==> src/design/pms_pkg.sv <==
package pms_pkg;

  // Power-state field encodings
  localparam logic [1:0] PWR_ACTIVE   = 2'h0;
  localparam logic [1:0] PWR_STARTUP  = 2'h1;
  localparam logic [1:0] PWR_LOWPOWER = 2'h2;

  // Register reset values
  localparam logic [3:0] BOOST_LEVEL_RST = 4'hD;
  localparam logic [1:0] POWER_STATE_RST = PWR_STARTUP;
  localparam logic [3:0] OUT_EN_RST      = 4'h0;

  // Register selectors on the serial front-end write/read port
  localparam logic [1:0] SEL_BOOST   = 2'h0;
  localparam logic [1:0] SEL_POWER   = 2'h1;
  localparam logic [1:0] SEL_OUT_EN  = 2'h2;

  // Field widths
  localparam int BOOST_W = 4;
  localparam int PWR_W   = 2;
  localparam int NOUT    = 4;

  // Startup timing
  localparam int CLK_MHZ         = 100;
  localparam int STARTUP_TYP_US  = 180;
  localparam int STARTUP_MAX_US  = 250;
  localparam int STARTUP_CYCLES  = STARTUP_TYP_US * CLK_MHZ;
  localparam int STARTUP_MAX_CYC = STARTUP_MAX_US * CLK_MHZ;

  // Operating modes
  typedef enum logic [1:0] {
    PMS_SHUTDOWN,
    PMS_STARTUP,
    PMS_ACTIVE,
    PMS_LOWPOWER
  } pms_mode_e;

endpackage : pms_pkg

==> src/design/pms_level_sync.sv <==
`timescale 1ns/1ps
// Three-stage synchroniser; output changes once stages two and three agree
module pms_level_sync (
  // Clock and reset
  input  wire logic sys_clk_i,
  input  wire logic rst_n_i,
  // Level in and out
  input  wire logic async_i,
  output logic      sync_o
);
  logic s1_q;
  logic s2_q;
  logic s3_q;
  logic out_q;

  // Shift chain
  always_ff @(posedge sys_clk_i or negedge rst_n_i)
  begin
    if (!rst_n_i)
    begin
      s1_q <= 1'b0;
      s2_q <= 1'b0;
      s3_q <= 1'b0;
    end
    else
    begin
      s1_q <= async_i;
      s2_q <= s1_q;
      s3_q <= s2_q;
    end
  end

  // Accept a change only when two later stages agree
  always_ff @(posedge sys_clk_i or negedge rst_n_i)
  begin
    if (!rst_n_i)
      out_q <= 1'b0;
    else if (s2_q == s3_q)
      out_q <= s3_q;
  end

  assign sync_o = out_q;
endmodule : pms_level_sync

==> src/design/pms_power_mode_sequencer.sv <==
`timescale 1ns/1ps
// Notes on behaviour
// - Analog supply low or IO supply low forces shutdown; outputs high impedance.
// - Registers are lost in shutdown; they are cleared to defaults.
// - IO supply high enters startup: defaults, serial on, boost on, outputs off.
// - Startup ends by itself and moves to active.
// - Host command from active or low power returns to startup, full reset.
// - Active runs everything; each output enabled separately by its enable bit.
// - Low power leaves to active only on the host command.
// - Low power: serial on, boost off, outputs high impedance.
// - Low power entered from active on the host command.
// - Registers keep their contents in low power.
// - IO-supply reset also resets the serial interface state machine.
// - IO-supply reset fires only on a rising edge of the supply level.
// - Power-state field reads startup code, then active code automatically.
// - Output enables are zero after the IO-supply reset.
// - Shutdown to active takes at most 250 us, typically 180 us.
// - Boost level is four bits, default gives a 28 V rail.
module pms_power_mode_sequencer
  import pms_pkg::*;
#(
  parameter int STARTUP_CYC = pms_pkg::STARTUP_CYCLES
) (
  // Clock and reset
  input  wire logic                        sys_clk_i,
  input  wire logic                        nrst_i,
  // Supply levels
  input  wire logic                        analog_supply_i,
  input  wire logic                        io_supply_level_i,
  // Serial front-end register port
  input  wire logic                        reg_wr_i,
  input  wire logic [1:0]                  reg_sel_i,
  input  wire logic [pms_pkg::BOOST_W-1:0] reg_wdata_i,
  output logic      [pms_pkg::BOOST_W-1:0] reg_rdata_o,
  // Mode controls
  output logic                             serial_enable_o,
  output logic                             serial_reset_o,
  output logic                             boost_enable_o,
  output logic      [pms_pkg::BOOST_W-1:0] boost_level_o,
  output logic      [pms_pkg::NOUT-1:0]    dac_enable_o,
  output logic      [pms_pkg::NOUT-1:0]    out_hiz_o,
  output logic      [pms_pkg::PWR_W-1:0]   power_state_o
);
  import pms_pkg::*;

  logic                rst_s1_q;
  logic                rst_n_q;
  logic                io_lvl;
  logic                ana_lvl;
  logic                io_prev_q;
  logic                io_rise;
  logic                supply_ok;
  logic                tmr_done;
  logic                run_startup;
  pms_mode_e           mode_q;
  pms_mode_e           mode_d;
  logic [BOOST_W-1:0]  boost_level_q;
  logic [NOUT-1:0]     out_en_q;
  logic [PWR_W-1:0]    power_state_q;
  logic                cmd_wr;
  logic [PWR_W-1:0]    cmd_code;
  logic                cmd_startup;
  logic                cmd_active;
  logic                cmd_lowpower;
  logic                wr_boost;
  logic                wr_out_en;
  logic                cfg_clear;
  logic [BOOST_W-1:0]  rdata_q;
  logic                serial_en_q;
  logic                serial_rst_q;
  logic                boost_en_q;
  logic [NOUT-1:0]     dac_en_q;
  logic [NOUT-1:0]     hiz_q;
  logic                drive_ok;
  logic [NOUT-1:0]     dac_en_d;

  // Reset release through two flip-flops
  always_ff @(posedge sys_clk_i or negedge nrst_i)
  begin
    if (!nrst_i)
    begin
      rst_s1_q <= 1'b0;
      rst_n_q  <= 1'b0;
    end
    else
    begin
      rst_s1_q <= 1'b1;
      rst_n_q  <= rst_s1_q;
    end
  end

  // Supply pins synchronised
  pms_level_sync u_sync_io (
    .sys_clk_i (sys_clk_i),
    .rst_n_i   (rst_n_q),
    .async_i   (io_supply_level_i),
    .sync_o    (io_lvl)
  );

  pms_level_sync u_sync_ana (
    .sys_clk_i (sys_clk_i),
    .rst_n_i   (rst_n_q),
    .async_i   (analog_supply_i),
    .sync_o    (ana_lvl)
  );

  // Rising edge of the IO supply is the only trigger from shutdown into startup
  always_ff @(posedge sys_clk_i or negedge rst_n_q)
  begin
    if (!rst_n_q)
      io_prev_q <= 1'b0;
    else
      io_prev_q <= io_lvl;
  end

  assign supply_ok = ana_lvl & io_lvl;
  assign io_rise   = supply_ok & io_lvl & ~io_prev_q;

  // Startup interval timer
  assign run_startup = (mode_q == PMS_STARTUP);

  pms_startup_timer #(
    .CYCLES (STARTUP_CYC)
  ) u_timer (
    .sys_clk_i (sys_clk_i),
    .rst_n_i   (rst_n_q),
    .run_i     (run_startup),
    .done_o    (tmr_done)
  );

  // Write strobe for one register selector; nothing lands while the serial side is down
  function automatic logic wr_hit(
    input logic       en,
    input logic       wr,
    input logic [1:0] sel,
    input logic [1:0] target
  );
    return en && wr && (sel == target);
  endfunction : wr_hit

  // Decode of the host's register writes
  // Power-state writes are mode commands; the field itself mirrors the mode
  assign cmd_wr       = wr_hit(serial_en_q, reg_wr_i, reg_sel_i, SEL_POWER);
  assign wr_boost     = wr_hit(serial_en_q, reg_wr_i, reg_sel_i, SEL_BOOST);
  assign wr_out_en    = wr_hit(serial_en_q, reg_wr_i, reg_sel_i, SEL_OUT_EN);
  assign cmd_code     = reg_wdata_i[PWR_W-1:0];
  assign cmd_startup  = cmd_wr & (cmd_code == PWR_STARTUP);
  assign cmd_active   = cmd_wr & (cmd_code == PWR_ACTIVE);
  assign cmd_lowpower = cmd_wr & (cmd_code == PWR_LOWPOWER);

  // Next mode
  always_comb
  begin
    mode_d = mode_q;
    unique case (mode_q)
      PMS_SHUTDOWN:
        if (io_rise)
          mode_d = PMS_STARTUP;
      PMS_STARTUP:
        if (tmr_done)
          mode_d = PMS_ACTIVE;
      PMS_ACTIVE:
        if (cmd_startup)
          mode_d = PMS_STARTUP;
        else if (cmd_lowpower)
          mode_d = PMS_LOWPOWER;
      PMS_LOWPOWER:
        if (cmd_startup)
          mode_d = PMS_STARTUP;
        else if (cmd_active)
          mode_d = PMS_ACTIVE;
    endcase
    if (!supply_ok)
      mode_d = PMS_SHUTDOWN;
  end

  // Mode register
  always_ff @(posedge sys_clk_i or negedge rst_n_q)
  begin
    if (!rst_n_q)
      mode_q <= PMS_SHUTDOWN;
    else
      mode_q <= mode_d;
  end

  // Configuration is cleared in shutdown and whenever the next mode is startup
  assign cfg_clear = (mode_q == PMS_SHUTDOWN) || (mode_d == PMS_STARTUP);

  // Boost level register
  always_ff @(posedge sys_clk_i or negedge rst_n_q)
  begin
    if (!rst_n_q)
      boost_level_q <= BOOST_LEVEL_RST;
    else if (cfg_clear)
      boost_level_q <= BOOST_LEVEL_RST;
    else if (wr_boost)
      boost_level_q <= reg_wdata_i;
  end

  // Output enable register; one bit per output
  always_ff @(posedge sys_clk_i or negedge rst_n_q)
  begin
    if (!rst_n_q)
      out_en_q <= OUT_EN_RST;
    else if (cfg_clear)
      out_en_q <= OUT_EN_RST;
    else if (wr_out_en)
      out_en_q <= reg_wdata_i[NOUT-1:0];
  end

  // Power-state field follows the mode
  always_ff @(posedge sys_clk_i or negedge rst_n_q)
  begin
    if (!rst_n_q)
      power_state_q <= POWER_STATE_RST;
    else
    begin
      unique case (mode_d)
        PMS_ACTIVE:   power_state_q <= PWR_ACTIVE;
        PMS_LOWPOWER: power_state_q <= PWR_LOWPOWER;
        PMS_STARTUP,
        PMS_SHUTDOWN: power_state_q <= POWER_STATE_RST;
      endcase
    end
  end

  // Read data
  always_ff @(posedge sys_clk_i or negedge rst_n_q)
  begin
    if (!rst_n_q)
      rdata_q <= '0;
    else
    begin
      unique case (reg_sel_i)
        SEL_BOOST:  rdata_q <= boost_level_q;
        SEL_POWER:  rdata_q <= {{(BOOST_W-PWR_W){1'b0}}, power_state_q};
        SEL_OUT_EN: rdata_q <= out_en_q;
        default:    rdata_q <= '0;
      endcase
    end
  end

  // Serial side: usable in every mode but shutdown, held in reset until active
  always_ff @(posedge sys_clk_i or negedge rst_n_q)
  begin
    if (!rst_n_q)
    begin
      serial_en_q  <= 1'b0;
      serial_rst_q <= 1'b1;
    end
    else
    begin
      serial_en_q  <= (mode_d != PMS_SHUTDOWN);
      serial_rst_q <= (mode_d == PMS_SHUTDOWN) || (mode_d == PMS_STARTUP);
    end
  end

  // Boost runs from startup on and stops in low power and shutdown
  always_ff @(posedge sys_clk_i or negedge rst_n_q)
  begin
    if (!rst_n_q)
      boost_en_q <= 1'b0;
    else
      boost_en_q <= (mode_d == PMS_STARTUP) || (mode_d == PMS_ACTIVE);
  end

  // A stage may drive only in active mode, never on the edge that clears the enables
  assign drive_ok = (mode_d == PMS_ACTIVE) && !cfg_clear;

  // One enable bit per high-voltage stage
  for (genvar g = 0; g < NOUT; g++)
  begin : g_out
    assign dac_en_d[g] = drive_ok & out_en_q[g];
  end

  // Output stages; every stage that does not drive sits in high impedance
  always_ff @(posedge sys_clk_i or negedge rst_n_q)
  begin
    if (!rst_n_q)
    begin
      dac_en_q <= '0;
      hiz_q    <= '1;
    end
    else
    begin
      dac_en_q <= dac_en_d;
      hiz_q    <= ~dac_en_d;
    end
  end

  assign reg_rdata_o     = rdata_q;
  assign serial_enable_o = serial_en_q;
  assign serial_reset_o  = serial_rst_q;
  assign boost_enable_o  = boost_en_q;
  assign boost_level_o   = boost_level_q;
  assign dac_enable_o    = dac_en_q;
  assign out_hiz_o       = hiz_q;
  assign power_state_o   = power_state_q;
endmodule : pms_power_mode_sequencer

==> src/design/pms_startup_timer.sv <==
`timescale 1ns/1ps
// Counts the startup interval and holds done high until run drops
module pms_startup_timer #(
  parameter int CYCLES = pms_pkg::STARTUP_CYCLES
) (
  // Clock and reset
  input  wire logic sys_clk_i,
  input  wire logic rst_n_i,
  // Control
  input  wire logic run_i,
  output logic      done_o
);
  localparam int CW = $clog2(CYCLES + 1);
  localparam logic [CW-1:0] LAST = CW'(CYCLES - 1);

  logic [CW-1:0] cnt_q;
  logic          done_q;

  // Counter restarts whenever run drops
  always_ff @(posedge sys_clk_i or negedge rst_n_i)
  begin
    if (!rst_n_i)
    begin
      cnt_q  <= '0;
      done_q <= 1'b0;
    end
    else if (!run_i)
    begin
      cnt_q  <= '0;
      done_q <= 1'b0;
    end
    else
    begin
      done_q <= (cnt_q == LAST);
      if (cnt_q != LAST)
        cnt_q <= cnt_q + CW'(1);
    end
  end

  assign done_o = done_q;
endmodule : pms_startup_timer
==> config.mk <==
export PLATFORM = sky130hd
export DESIGN_NAME = pms_power_mode_sequencer
export DESIGN_NICKNAME = d
export VERILOG_FILES = /design/src/design/pms_pkg.sv /design/src/design/pms_level_sync.sv /design/src/design/pms_power_mode_sequencer.sv /design/src/design/pms_startup_timer.sv
export SDC_FILE = /design/constraint.sdc
export NUM_CORES = 1
export LEC_CHECK = 0
export ABC_AREA = 0
export BUFFER_PORTS_ARGS = -buffer_cell sky130_fd_sc_hd__buf_2
export CAP_MARGIN = 40
export CORE_ASPECT_RATIO = 1.5
export CORE_MARGIN = 2
export CORE_UTILIZATION = 40
export CTS_CLUSTER_DIAMETER = 150
export DETAILED_ROUTE_END_ITERATION = 7
export PLACE_DENSITY_LB_ADDON = 0.05
export SLEW_MARGIN = 20
export SYNTH_ARGS = -nofsm -noshare
export SYNTH_HDL_FRONTEND = slang
export SYNTH_HIERARCHICAL = 1
export SYNTH_SLANG_ARGS = --single-unit
==> constraint.sdc <==
create_clock -name sys_clk_i -period 4.4 [get_ports sys_clk_i]
set_clock_uncertainty 0.2 [all_clocks]
set_input_delay 0.44 -clock sys_clk_i [delete_from_list [all_inputs] [get_ports sys_clk_i]]
set_output_delay 0.44 -clock sys_clk_i [all_outputs]
set_load 0.02 [all_outputs]
* After elaboration in Yosys (flattened, before gate mapping)
Index checks and enable logic that the tools add are counted.
** Storage, ports and cells
- Bits in registers :: 54
- Bits of input ports :: 11
- Output and inout port bits :: 21
- Logic and storage cells :: 85
** Operators by class
- Add/subtract/negate cells :: 1
- Equal/unequal tests :: 15
- Mux-type cells :: 17
- Bitwise operators :: 12
- Reductions and logical operators :: 17
** Operator list (number)
- two-way mux 15 bit :: 2
- two-way mux 4 bit :: 4
- adder 15 x 1 -> 15 bit (second input constant) :: 1
- equality test 15 bit (second input constant) :: 1
- inequality test 15 bit (second input constant) :: 1
- two-way mux 2 bit :: 7
- equality test 2 bit (second input constant) :: 6
- case mux 4 bit (3 select lines) :: 1
- bitwise AND 1 bit :: 10
- equality test 2 x 1 -> 1 bit (second input constant) :: 4
- zero test 2 bit :: 4
- case mux 2 bit (4 select lines) :: 1
- case mux 2 bit (3 select lines) :: 1
- nonzero test 2 bit :: 3
- logical AND 1 bit :: 5
- inverter 4 bit :: 1
- logical OR 1 bit :: 3
- equality test 1 bit :: 2
- inequality test 2 bit (second input constant) :: 1
- OR reduction 2 bit :: 1
- zero test 1 bit :: 1
- two-way mux 1 bit :: 1
- inverter 1 bit :: 1

* Logic depth before layout (Yosys ltp)
Gate-level depths: netlist of the first run.
- Word-level depth :: 13
- Depth in mapped cells :: 8
- Depth with buffers taken out :: 7

* Hierarchy
The synthesis of the first run kept the hierarchy.
** By module, submodules not included
- pms_power_mode_sequencer :: times used 1, cells an instance 94, area an instance 1211.2 µm², seq. area each 735.7 µm²
- pms_startup_timer :: times used 1, cells an instance 84, area an instance 844.6 µm², seq. area each 400.4 µm²
- pms_level_sync :: times used 2, cells an instance 5, area an instance 111.4 µm², seq. area each 100.1 µm²

* Worst setup path after synthesis of the first run
Ideal clock, no wire load.
- Path kind :: input to register
- Start :: input reg_sel_i[1]
- End :: register dac_en_q[0] (netlist: dac_enable_o[0])
- Library setup time :: 0.124 ns
- Data arrival time :: 1.846 ns
- Data required time :: 4.076 ns
- Setup slack :: 2.229 ns
- Cell stages on the path :: 7
- Path buffers :: 1
- Cells stage by stage :: buf_6 -> nand4b_1 -> a21o_1 -> a211oi_1 -> ha_1 -> o21ba_2 -> and3_1
** On the way
- Cells in the longest elaborated chain, start to end :: 12
- Elaborated cells between the ends (all ways) :: 17
- Those cells by class :: 3 x eq/ne; 6 x mux; 4 x bitwise; 4 x reduce/logical
** RTL lines
- start, declared :: line pms_power_mode_sequencer.sv:32 : input wire logic [1:0] reg_sel_i,
- equality test 2 x 1 -> 1 bit (*) :: line pms_power_mode_sequencer.sv:138 : return en && wr && (sel == target);
- logical AND 1 bit (*) :: line pms_power_mode_sequencer.sv:138
- bitwise AND 1 bit (on tied branches) :: line pms_power_mode_sequencer.sv:148, pms_power_mode_sequencer.sv:149
- two-way mux 2 bit (on tied branches) :: line pms_power_mode_sequencer.sv:170, pms_power_mode_sequencer.sv:165
- two-way mux 2 bit (on tied branches) :: line pms_power_mode_sequencer.sv:168, pms_power_mode_sequencer.sv:163
- case mux 2 bit (4 select lines) (*) :: line pms_power_mode_sequencer.sv:155 : unique case (mode_q)
- two-way mux 2 bit (*) :: line pms_power_mode_sequencer.sv:173 : if (!supply_ok)
- net mode_d[0] :: line pms_power_mode_sequencer.sv:56 : pms_mode_e mode_d;
- equality test 2 x 1 -> 1 bit :: line pms_power_mode_sequencer.sv:187 : assign cfg_clear = (mode_q == PMS_SHUTDOWN) || (mode_d == PMS_STARTUP);
- logical OR 1 bit :: line pms_power_mode_sequencer.sv:187
- zero test 1 bit :: line pms_power_mode_sequencer.sv:268 : assign drive_ok = (mode_d == PMS_ACTIVE) && !cfg_clear;
- logical AND 1 bit (*) :: line pms_power_mode_sequencer.sv:268
- bitwise AND 1 bit (*) :: line pms_power_mode_sequencer.sv:273 : assign dac_en_d[g] = drive_ok & out_en_q[g];
- net dac_en_d[0] :: line pms_power_mode_sequencer.sv:75 : logic [NOUT-1:0] dac_en_d;
- end signal, assigned :: line pms_power_mode_sequencer.sv:286 : dac_en_q <= dac_en_d;
- end, declared :: line pms_power_mode_sequencer.sv:72 : logic [NOUT-1:0] dac_en_q;
The timed path passes the listed nets; every way through them passes the cells marked *.
A chain may end at the register's enable or synchronous reset.

* Worst setup path after layout of the first run
- Start :: register serial_en_q (netlist: serial_enable_o)
- End :: register dac_en_q[1] (netlist: dac_enable_o[1])
** On the way
- Cells in the longest elaborated chain, start to end :: 12
- Elaborated cells between the ends (all ways) :: 17
- Those cells by class :: 2 x eq/ne; 6 x mux; 4 x bitwise; 5 x reduce/logical
** RTL lines
- start, declared :: line pms_power_mode_sequencer.sv:69 : logic serial_en_q;
- start signal, assigned :: line pms_power_mode_sequencer.sv:253 : serial_en_q <= (mode_d != PMS_SHUTDOWN);
- logical AND 1 bit (*) (2 in a row) :: line pms_power_mode_sequencer.sv:138
- bitwise AND 1 bit (on tied branches) :: line pms_power_mode_sequencer.sv:148, pms_power_mode_sequencer.sv:149
- two-way mux 2 bit (on tied branches) :: line pms_power_mode_sequencer.sv:170, pms_power_mode_sequencer.sv:165
- two-way mux 2 bit (on tied branches) :: line pms_power_mode_sequencer.sv:168, pms_power_mode_sequencer.sv:163
- case mux 2 bit (4 select lines) (*) :: line pms_power_mode_sequencer.sv:155
- two-way mux 2 bit (*) :: line pms_power_mode_sequencer.sv:173
- net mode_d[0] :: line pms_power_mode_sequencer.sv:56
- equality test 2 x 1 -> 1 bit :: line pms_power_mode_sequencer.sv:187
- logical OR 1 bit :: line pms_power_mode_sequencer.sv:187
- zero test 1 bit :: line pms_power_mode_sequencer.sv:268
- logical AND 1 bit (*) :: line pms_power_mode_sequencer.sv:268
- bitwise AND 1 bit (*) :: line pms_power_mode_sequencer.sv:273
- net dac_en_d[1] :: line pms_power_mode_sequencer.sv:75
Marked as above.

==> reports/qor_table.md, run 1 <==
| Step | Parameter | Reported |
|---|---|---|
| clock network | CTS tree | done |
| logic synthesis | Synthesized area divided by synthesized cell count | 12.1 um^2 |
| critical path | Slowest cell delay on critical path | 0.39 ns |
| timing | Maximum clock frequency | 474 MHz |
| floorplanning | Core outline area | 5490 um^2 |
| min path | Worst min-delay path class | flop to async pin |
| logic synthesis | EDFF count, synth | 0 |
| clock network | CTS H-tree lvls | 2 |
| critical path | Endpoint of the most critical register-to-register path | dac_enable_o[1]$_DFF_PN0_ |
| logic synthesis | Compound-gate portion of the synthesized area | 4.78% |
| route | First-pass iteration count of the detailed router | 4 |
| clock network | Worst-Skew Late Latency | 0.30 ns |
| logic synthesis | Fraction of the mapped netlist area in adder cells | 4.28% |
| route | Average wire per standard cell | 14.7 um |
| power | Logic gate share of total power | 7.1% |
| place | Number of port buffers | 31 |
| clock network | Clock root cell | sky130_fd_sc_hd__clkbuf_8 |
| timing | Final Worst Setup Slack | 2.29 ns |
| cells and area | Final core utilization | 47.3% |
| floorplanning | IO Pins | 32 |
| logic synthesis | Multiplexer fraction of the synthesized cell area | 7.47% |
| power | Net Switching | 200 uW |
| timing | Number of max-slew violations in the final report | 0 |
| logic synthesis | Sequential-to-total area share from yosys stat | 58.6% |
| critical path | R2r setup slk | 2.29 ns |
| critical path | Cell depth of the worst flop-to-flop path | 6 |
| cells and area | Cell area after layout | 2600 um^2 |
| logic synthesis | Top FF cell, synth | sky130_fd_sc_hd__dfrtp_1 |
| critical path | Critical Path Sink Type | flop |
| route | Routed vias | 1,462 |
| floorplanning | Initial standard-cell utilization of the core | 41.5% |
| logic synthesis | Synthesized netlist cell count | 188 |
| timing | Portion of the clock cycle consumed by the worst path in the final layout | 47.9% |
| clock network | Worst-path clk slew | 0.09 ns |
| place | Routability congestion estimate | 0.793 |
| timing | Unrepaired setup endpoints after global routing | no |
| logic synthesis | Number of warnings printed during yosys synthesis | 6 |
| timing | Worst Tran Pin Value | 0.547 ns |
| power | Fraction of power spent switching nets | 23.9% |
| grt | Pin count of the biggest net entering global routing | 35 |
| cells and area | Net count reported at finish | 240 |
| cells and area | Number of antenna cells inserted | 0 |
| critical path | Critical Path Sink | dac_enable_o[1]$_DFF_PN0_ |
| logic synthesis | Synthesized flop and latch total | 53 |
| grt | Global-route wire length before repair | 7110 um |
| timing | Final Setup Violations | 0 |
| logic synthesis | Biggest area contributors in the synthesized netlist | sky130_fd_sc_hd__dfrtp_1 49%, sky130_fd_sc_hd__dfstp_2 9.2%, sky130_fd_sc_hd__mux2i_1 7.5% |
| cells and area | Layout cell share with drive strength beyond 1 | 27.7% |
| critical path | Cell with the biggest individual delay on the critical path | sky130_fd_sc_hd__dfrtp_1 |
| logic synthesis | Dominant combinational cell family by area after synthesis | simple AND/OR/NAND/NOR gates |
| grt | Overall Global Routing Usage | 15.3% |
| critical path | CP startpoint kind | flop |
| clock network | Post-CTS sizing | 0 |
| power | Power density over the cells | 322 nW/um^2 |
| flow run | Number of max-cap violations | 0 |
| clock network | Maximum root-to-sink buffer count | 2 |
| grt | Via count of the first global-routing pass | 1,505 |
| critical path | Required time of the worst setup path | 4.39 ns |
| place | Worst slack after detailed placement | 1.99 ns |
| logic synthesis | Area fraction in and, or, nand and nor cells after synthesis | 17.5% |
| timing | Worst slew margin relative to its limit | 63.4% |
| timing | Time the worst path needs with I/O delays and setup | 2.11 ns |
| floorplanning | Die outline area | 6330 um^2 |
| route | DRC violations left | 0 |
| power | VDD IR-drop max | 195 uV |
| critical path | Reg2Reg Launch Point | serial_enable_o$_DFF_PN0_ |
| critical path | Startpoint-to-endpoint class of the critical path | flop to flop |
| logic synthesis | XOR/XNOR share of the synthesized area | 3.46% |
| run status | Status | finished, final reports clean |
| power | Share of power burned in the clock network | 31.7% |
| floorplanning | Placement row count | 33 |
| floorplanning | Die Wd | 65.6 um |
| route | DRC violation total after the first TritonRoute iteration | 48 |
| logic synthesis | Cell area after synthesis | 2280 um^2 |
| cells and area | Layout area overhead | 14.0% |
| place | Sum of net half-perimeters after detailed placement | 3290 um |
| critical path | Setup crit start | serial_enable_o$_DFF_PN0_ |
| logic synthesis | Share of the synthesized area in the top cell type | 49.4% |
| power | Leakage power of the design | 1.20 nW |
| logic synthesis | Yosys top cell by area | sky130_fd_sc_hd__dfrtp_1 |
| clock network | TritonCTS buffer count | 5 |
| clock network | TritonCTS Sinks | 53 |
| power | Overall power after layout | 836 uW |
| route | Antenna violation net count after detailed routing | 0 |
| grt | Gr ovfl total | 0 |
| route | Via count normalized by instance count | 4.97 |
| logic synthesis | Count of unique library cells instantiated by Yosys | 44 |
| place | Post-DP Area | 2500 um^2 |
| power | Register share of total power | 61.2% |
| critical path | Worst endpoint data arrival time | 2.10 ns |
| route | Detailed-route wire length | 4320 um |
| timing | Setup TNS | 0 ns |
| logic synthesis | Post-Synthesis Net Count | 205 |
| grt | Initial antenna violation count | 0 |
| floorplanning | Height of the die | 96.4 um |
| logic synthesis | Fraction of synthesis flops using an asynchronous set or reset pin | 100% |
| timing | Hold violation total from the final report | 0 |
| critical path | Sequence of cells on the critical path | nand4b_1, a21o_1, a211oi_1, ha_1, o21ba_2, and3_1 |
| critical path | Crit Path Max Fanout | 7 |
| power | Internal Dissipation | 636 uW |
==> synth_stat cells (4+ instances only) <==
| cell type | count |
|---|---|
| sky130_fd_sc_hd__and3_1 | 5 |
| sky130_fd_sc_hd__dfrtp_1 | 45 |
| sky130_fd_sc_hd__dfstp_2 | 8 |
| sky130_fd_sc_hd__ha_1 | 6 |
| sky130_fd_sc_hd__inv_1 | 10 |
| sky130_fd_sc_hd__mux2i_1 | 17 |
| sky130_fd_sc_hd__nand2_1 | 13 |
| sky130_fd_sc_hd__nor2_1 | 18 |
| sky130_fd_sc_hd__nor3_1 | 4 |
| sky130_fd_sc_hd__xnor2_1 | 5 |
| sky130_fd_sc_hd__xor2_1 | 4 |
==> cells by family after synthesis <==
kind of cell,count (synthesis)
AND/OR/NAND/NOR,69
AO/OA/AOI/OAI,15
multiplexers,17
adder cells (fa/ha/maj),8
buffers and inverters,16
flip-flops,53
other,1
XOR/XNOR,9
==> layout make-up <==
type | count | area (um^2)
flip-flops and latches | 53 | 1340
inverters | 10 | 37.5
multi-input cells | 119 | 858
well taps | 70 | 87.6
fillers | 527 | 2890
clock buffers | 6 | 72.6
repair buffers | 34 | 190
clock inverters | 2 | 13.8
==> per-layer routing <==
layer	global-route usage (%)	wire length, um	vias to the layer above
met5	0	0	-
met4	6.77	88	0
met3	2.90	126	7
met2	29.2	2520	31
met1	16.0	1590	717
li1	-	-	707
==> flip-flops by register name, summed over array words and instances, names as in the netlist, 2 cells and up <==
| register | count |
|---|---|
| boost_level_o | 4 |
| dac_enable_o | 4 |
| mode_q | 2 |
| out_en_q | 4 |
| out_hiz_o | 4 |
| reg_rdata_o | 4 |
| u_timer/cnt_q | 15 |
==> repair_timing <==
item / CTS / global route
hold endpoints to repair: 2 / 0
buffers inserted: 0 / 0
hold buffers: 1 / 0
==> worst max-delay path, delay by kind of cell (launching register included) <==
family                     cells  cell delay (ns)
AOI/OAI and AO/OA              3             0.78
DFF                            1             0.39
and+or+nand+nor                2             0.39
adders and majority gates      1             0.24
==> stage by stage <==
step,cells,hold slack (ns)
2_1_floorplan,188,-0.0556
3_3_place_gp,283,0.0251
3_5_place_dp,285,0.00555
4_1_cts,294,0.0144
5_1_grt,294,0.0158
6_report,294,0.000489
==> power groups by stage <==
| stage | Sequential [mW] | Clock (mW) | Combinational, mW |
|---|---|---|---|
| 3_3_place_gp | 0.526 | 0 | 0.0500 |
| 3_5_place_dp | 0.521 | 0 | 0.0598 |
| 4_1_cts | 0.512 | 0.279 | 0.0609 |
| 6_report | 0.512 | 0.265 | 0.0591 |
| 5_1_grt | 0.514 | 0.304 | 0.0664 |
| 2_1_floorplan | 0.528 | 0 | 0.0304 |
==> layout by cell type (no fill, tap or decap), types with 4 or more instances in the layout <==
master,n
sky130_fd_sc_hd__xnor2_1,5
sky130_fd_sc_hd__nor3_1,4
sky130_fd_sc_hd__ha_1,6
sky130_fd_sc_hd__dfstp_2,8
sky130_fd_sc_hd__mux2i_1,17
sky130_fd_sc_hd__buf_2,32
sky130_fd_sc_hd__xor2_1,4
sky130_fd_sc_hd__clkbuf_8,5
sky130_fd_sc_hd__nor2_1,18
sky130_fd_sc_hd__and3_1,5
sky130_fd_sc_hd__dfrtp_1,44
sky130_fd_sc_hd__inv_1,10
sky130_fd_sc_hd__nand2_1,13
==> worst min path at each step <==
stage,from,slack [ns],cells after the start,end
floorplan,nrst_i,-0.06,0,rst_n_q$_DFF_PN0_
global placement,nrst_i,0.03,1,rst_s1_q$_DFF_PN0_
detailed placement,rst_n_q$_DFF_PN0_,0.006,0,u_sync_io/s1_q$_DFF_PN0_
CTS,rst_n_q$_DFF_PN0_,0.01,0,u_sync_io/s1_q$_DFF_PN0_
global route,analog_supply_i,0.02,1,u_sync_ana/s1_q$_DFF_PN0_
finish,rst_n_q$_DFF_PN0_,0.0005,0,u_sync_io/s2_q$_DFF_PN0_
No activity file was read; power rests on OpenSTA's default activity.
==> run 2, diff against run 1 <==
==> constraint.sdc (replaced) <==
create_clock -name sys_clk_i -period 1.8 [get_ports sys_clk_i]
set_clock_uncertainty 0.2 [all_clocks]
set_input_delay 0.18 -clock sys_clk_i [delete_from_list [all_inputs] [get_ports sys_clk_i]]
set_output_delay 0.18 -clock sys_clk_i [all_outputs]
set_load 0.02 [all_outputs]
==> run 2 against run 1 <==
The run now ends with setup timing left. Fmax rose by 9.6%. Die area stayed put. Count of clock-buffer cells in the layout fell by 1. Core utilization up 5.7 points. Non-clock buffer count is 30 higher. Worst hold slack better by 0.031 ns. Register-to-register slack worse by 2.4 ns. Clock power rose to 2.6 times the previous value. Cell area grew 12%. Sequential power increased by 140%. Sequential share of layout area shrank 5.4 points. Flip-flop and latch count unchanged. Critical path type unchanged.
==> reports/qor_table.md, run 2 (synthesized netlist as in run 1, its figures left out) <==
| Step | Parameter | Reported | Delta |
|---|---|---|---|
| critical path | Critical path buffers and inverters | 1 | was 0 |
| min path | Hold_sp | reg_wdata_i[1] |  |
| cells and area | Sequential standard cell area | 1340 um^2 | about the same |
| route | First-pass iteration count of the detailed router | 5 | was 4 |
| critical path | Cell with the biggest individual delay on the critical path | sky130_fd_sc_hd__dfrtp_2 | was sky130_fd_sc_hd__dfrtp_1 |
| grt | Overall Global Routing Usage | 17.0% | was 15.3% |
| critical path | Critical Path Sink Type | flop | unchanged |
| route | Average wire per standard cell | 14.5 um | was 14.7 um |
| grt | Initial antenna violation count | 0 | unchanged |
| cells and area | Non-filler instance count after layout | 324 | was 294 |
| timing | Unrepaired setup endpoints after global routing | yes | was no |
| timing | Time the worst path needs with I/O delays and setup | 1.93 ns | was 2.11 ns |
| route | DRC violations left | 0 | unchanged |
| route | Via count normalized by instance count | 5.02 | was 4.97 |
| floorplanning | IO Pins | 32 | unchanged |
| critical path | Kind of cell adding the most delay to the critical path | simple AND/OR/NAND/NOR gates | was compound AO/OA/AOI/OAI gates |
| floorplanning | Height of the die | 96.4 um | unchanged |
| run status | Status | complete, but fails checks | was finished, final reports clean |
| grt | Pin count of the biggest net entering global routing | 25 | was 35 |
| clock network | Worst-Skew Late Latency | 0.30 ns | about the same |
| critical path | Slowest cell delay on critical path | 0.37 ns | was 0.39 ns |
| critical path | Crit Path Max Fanout | 5 | was 7 |
| critical path | Sequence of cells on the critical path | nand4b_1, nor4b_2, a211oi_2, ha_2, o21ba_4, and3_1, inv_1 | was nand4b_1, a21o_1, a211oi_1, ha_1, o21ba_2, and3_1 |
| critical path | Required time of the worst setup path | 1.84 ns | was 4.39 ns |
| cells and area | Total area of multi-input combinational cells | 916 um^2 | was 858 um^2 |
| timing | Final Setup Violations | 17 | was 0 |
| timing | Final Worst Setup Slack | -0.125 ns | was 2.29 ns |
| cells and area | Leading cell type in the layout, fill and taps excluded | sky130_fd_sc_hd__dfrtp_1 | unchanged |
| cells and area | Net count reported at finish | 270 | was 240 |
| critical path | Worst endpoint data arrival time | 1.97 ns | was 2.10 ns |
| grt | Via count of the first global-routing pass | 1,711 | was 1,505 |
| cells and area | Layout area overhead | 27.8% | was 14.0% |
| clock network | Maximum root-to-sink buffer count | 2 | unchanged |
| route | DRC violation total after the first TritonRoute iteration | 50 | was 48 |
| run status | Violations in the final reports | setup timing |  |
| cells and area | Layout cell share with drive strength beyond 1 | 41.3% | was 27.7% |
| floorplanning | Die outline area | 6330 um^2 | unchanged |
| min path | Worst min-delay path class | input pin to flop | was flop to async pin |
| power | VDD IR-drop max | 423 uV | was 195 uV |
| cells and area | Commonest cells after routing, fill and taps aside | 40 x sky130_fd_sc_hd__dfrtp_1, 31 x sky130_fd_sc_hd__buf_2, 25 x sky130_fd_sc_hd__buf_4 | was 44 x sky130_fd_sc_hd__dfrtp_1, 32 x sky130_fd_sc_hd__buf_2, 18 x sky130_fd_sc_hd__nor2_1 |
| timing | Maximum clock frequency | 519 MHz | was 474 MHz |
| critical path | Setup crit start | serial_enable_o$_DFF_PN0_ | unchanged |
| floorplanning | Initial standard-cell utilization of the core | 41.5% | unchanged |
| clock network | CTS H-tree lvls | 2 | unchanged |
| clock network | Worst-path clk slew | 0.10 ns | was 0.09 ns |
| cells and area | Final core utilization | 53.0% | was 47.3% |
| place | Number of port buffers | 31 | unchanged |
| route | Detailed-route wire length | 4710 um | was 4320 um |
| floorplanning | Core outline area | 5490 um^2 | unchanged |
| cells and area | Max reg flops | 15 | unchanged |
| timing | Portion of the clock cycle consumed by the worst path in the final layout | 107% | was 47.9% |
| cells and area | FILL cells | 498 | was 527 |
| clock network | TritonCTS buffer count | 5 | unchanged |
| cells and area | Number of antenna cells inserted | 0 | unchanged |
| place | Sum of net half-perimeters after detailed placement | 3640 um | was 3290 um |
| timing | Hold violation total from the final report | 0 | unchanged |
| cells and area | Top reg by flops | u_timer/cnt_q | unchanged |
| place | Routability congestion estimate | 0.784 | was 0.793 |
| critical path | Reg2Reg Launch Point | serial_enable_o$_DFF_PN0_ | unchanged |
| power | Leakage power of the design | 1.33 nW | was 1.20 nW |
| grt | Gr ovfl total | 0 | unchanged |
| flow run | Number of max-cap violations | 0 | unchanged |
| power | Power density over the cells | 731 nW/um^2 | was 322 nW/um^2 |
| place | Number of placed instances, taps included | 307 | was 285 |
| timing | Number of max-slew violations in the final report | 0 | unchanged |
| grt | Global-route wire length before repair | 8070 um | was 7110 um |
| critical path | Startpoint-to-endpoint class of the critical path | flop to flop | unchanged |
| clock network | TritonCTS Sinks | 53 | unchanged |
| clock network | Clock root cell | sky130_fd_sc_hd__clkbuf_8 | unchanged |
| critical path | CP startpoint kind | flop | unchanged |
| clock network | CTS tree | done | unchanged |
| floorplanning | Die Wd | 65.6 um | unchanged |
| floorplanning | Placement row count | 33 | unchanged |
| route | Antenna violation net count after detailed routing | 0 | unchanged |
| route | Routed vias | 1,627 | was 1,462 |
run 2: cell count changes in the layout (fill, tap and decap cells not counted), moves of 2 or more:
cell / delta
sky130_fd_sc_hd__ha_2: +2
sky130_fd_sc_hd__ha_1: -3
sky130_fd_sc_hd__dlygate4sd3_1: +6
sky130_fd_sc_hd__and3_4: +2
sky130_fd_sc_hd__clkinvlp_4: +2
sky130_fd_sc_hd__inv_2: +3
sky130_fd_sc_hd__dfrtp_1: -4
sky130_fd_sc_hd__and3_1: -2
sky130_fd_sc_hd__dfrtp_2: +4
sky130_fd_sc_hd__inv_1: -3
sky130_fd_sc_hd__buf_4: +25
run 2: repair_timing:
item,4_1_cts,5_1_grt
setup buffers,1,1
resized for setup,5,10
hold buffers,7,0
pin swaps,1,1
hold endpoints to repair,10,0
gates cloned,0,0
setup endpoints to repair,17,23
run 2: area by class of cell:
| class | count | area share [%] |
|---|---|---|
| Sequential cell | 53 | 46.1 |
| Clock inverter | 3 | 0.902 |
| Clock buffer | 5 | 2.36 |
| Tap cell | 70 | 3.01 |
| Timing Repair Buffer | 64 | 14.9 |
| Multi-Input combinational cell | 119 | 31.5 |
| Inverter | 10 | 1.29 |
run 2: tightest hold or removal path: stages:
cell and delay (ns):
sky130_fd_sc_hd__buf_2 0.15, sky130_fd_sc_hd__mux2i_1 0.08, sky130_fd_sc_hd__nor2_1 0.08
run 2: report_power, final:
part	internal, mW	total (mW)	switching, mW	leakage [nW]
Combinational	0.0941	0.203	0.109	0.618
Clock	0.283	0.677	0.394	0.0423
Sequential	1.22	1.25	0.0246	0.673
run 2: worst paths after layout:
kind                                                 to  slack [ns]  cells after the start
min reg2reg                u_timer/cnt_q[2]$_DFFE_PN0P_        0.04                      0
min                             out_en_q[1]$_DFFE_PN0P_        0.03                      3
min in group asynchronous  u_timer/cnt_q[2]$_DFFE_PN0P_        0.04                      0
max reg2reg                      out_hiz_o[2]$_DFF_PN1_       -0.13                      7
max in group asynchronous             rst_n_q$_DFF_PN0_        0.75                      3
max                              out_hiz_o[2]$_DFF_PN1_       -0.13                      7
run 2: per-stage QoR:
stage               TNS, ns  hold WS (ns)  area (um^2)  power [mW]  setup slack [ns]
floorplan            -0.758        -0.316         2300        1.37           -0.0910
global placement     -0.540        -0.235         2690        1.45           -0.0684
detailed placement    -1.22        -0.229         2690        1.46            -0.111
CTS                   -1.44        0.0153         2880        2.17            -0.127
global route          -2.96        0.0466         2910        2.25            -0.215
finish                -1.45        0.0320         2910        2.13            -0.125
run 2: per-layer routing:
metal | wire [um] | GRT usage, %
met5 | 0 | 0
met4 | 133 | 6.94
met3 | 146 | 2.90
met2 | 2700 | 32.6
met1 | 1740 | 17.9
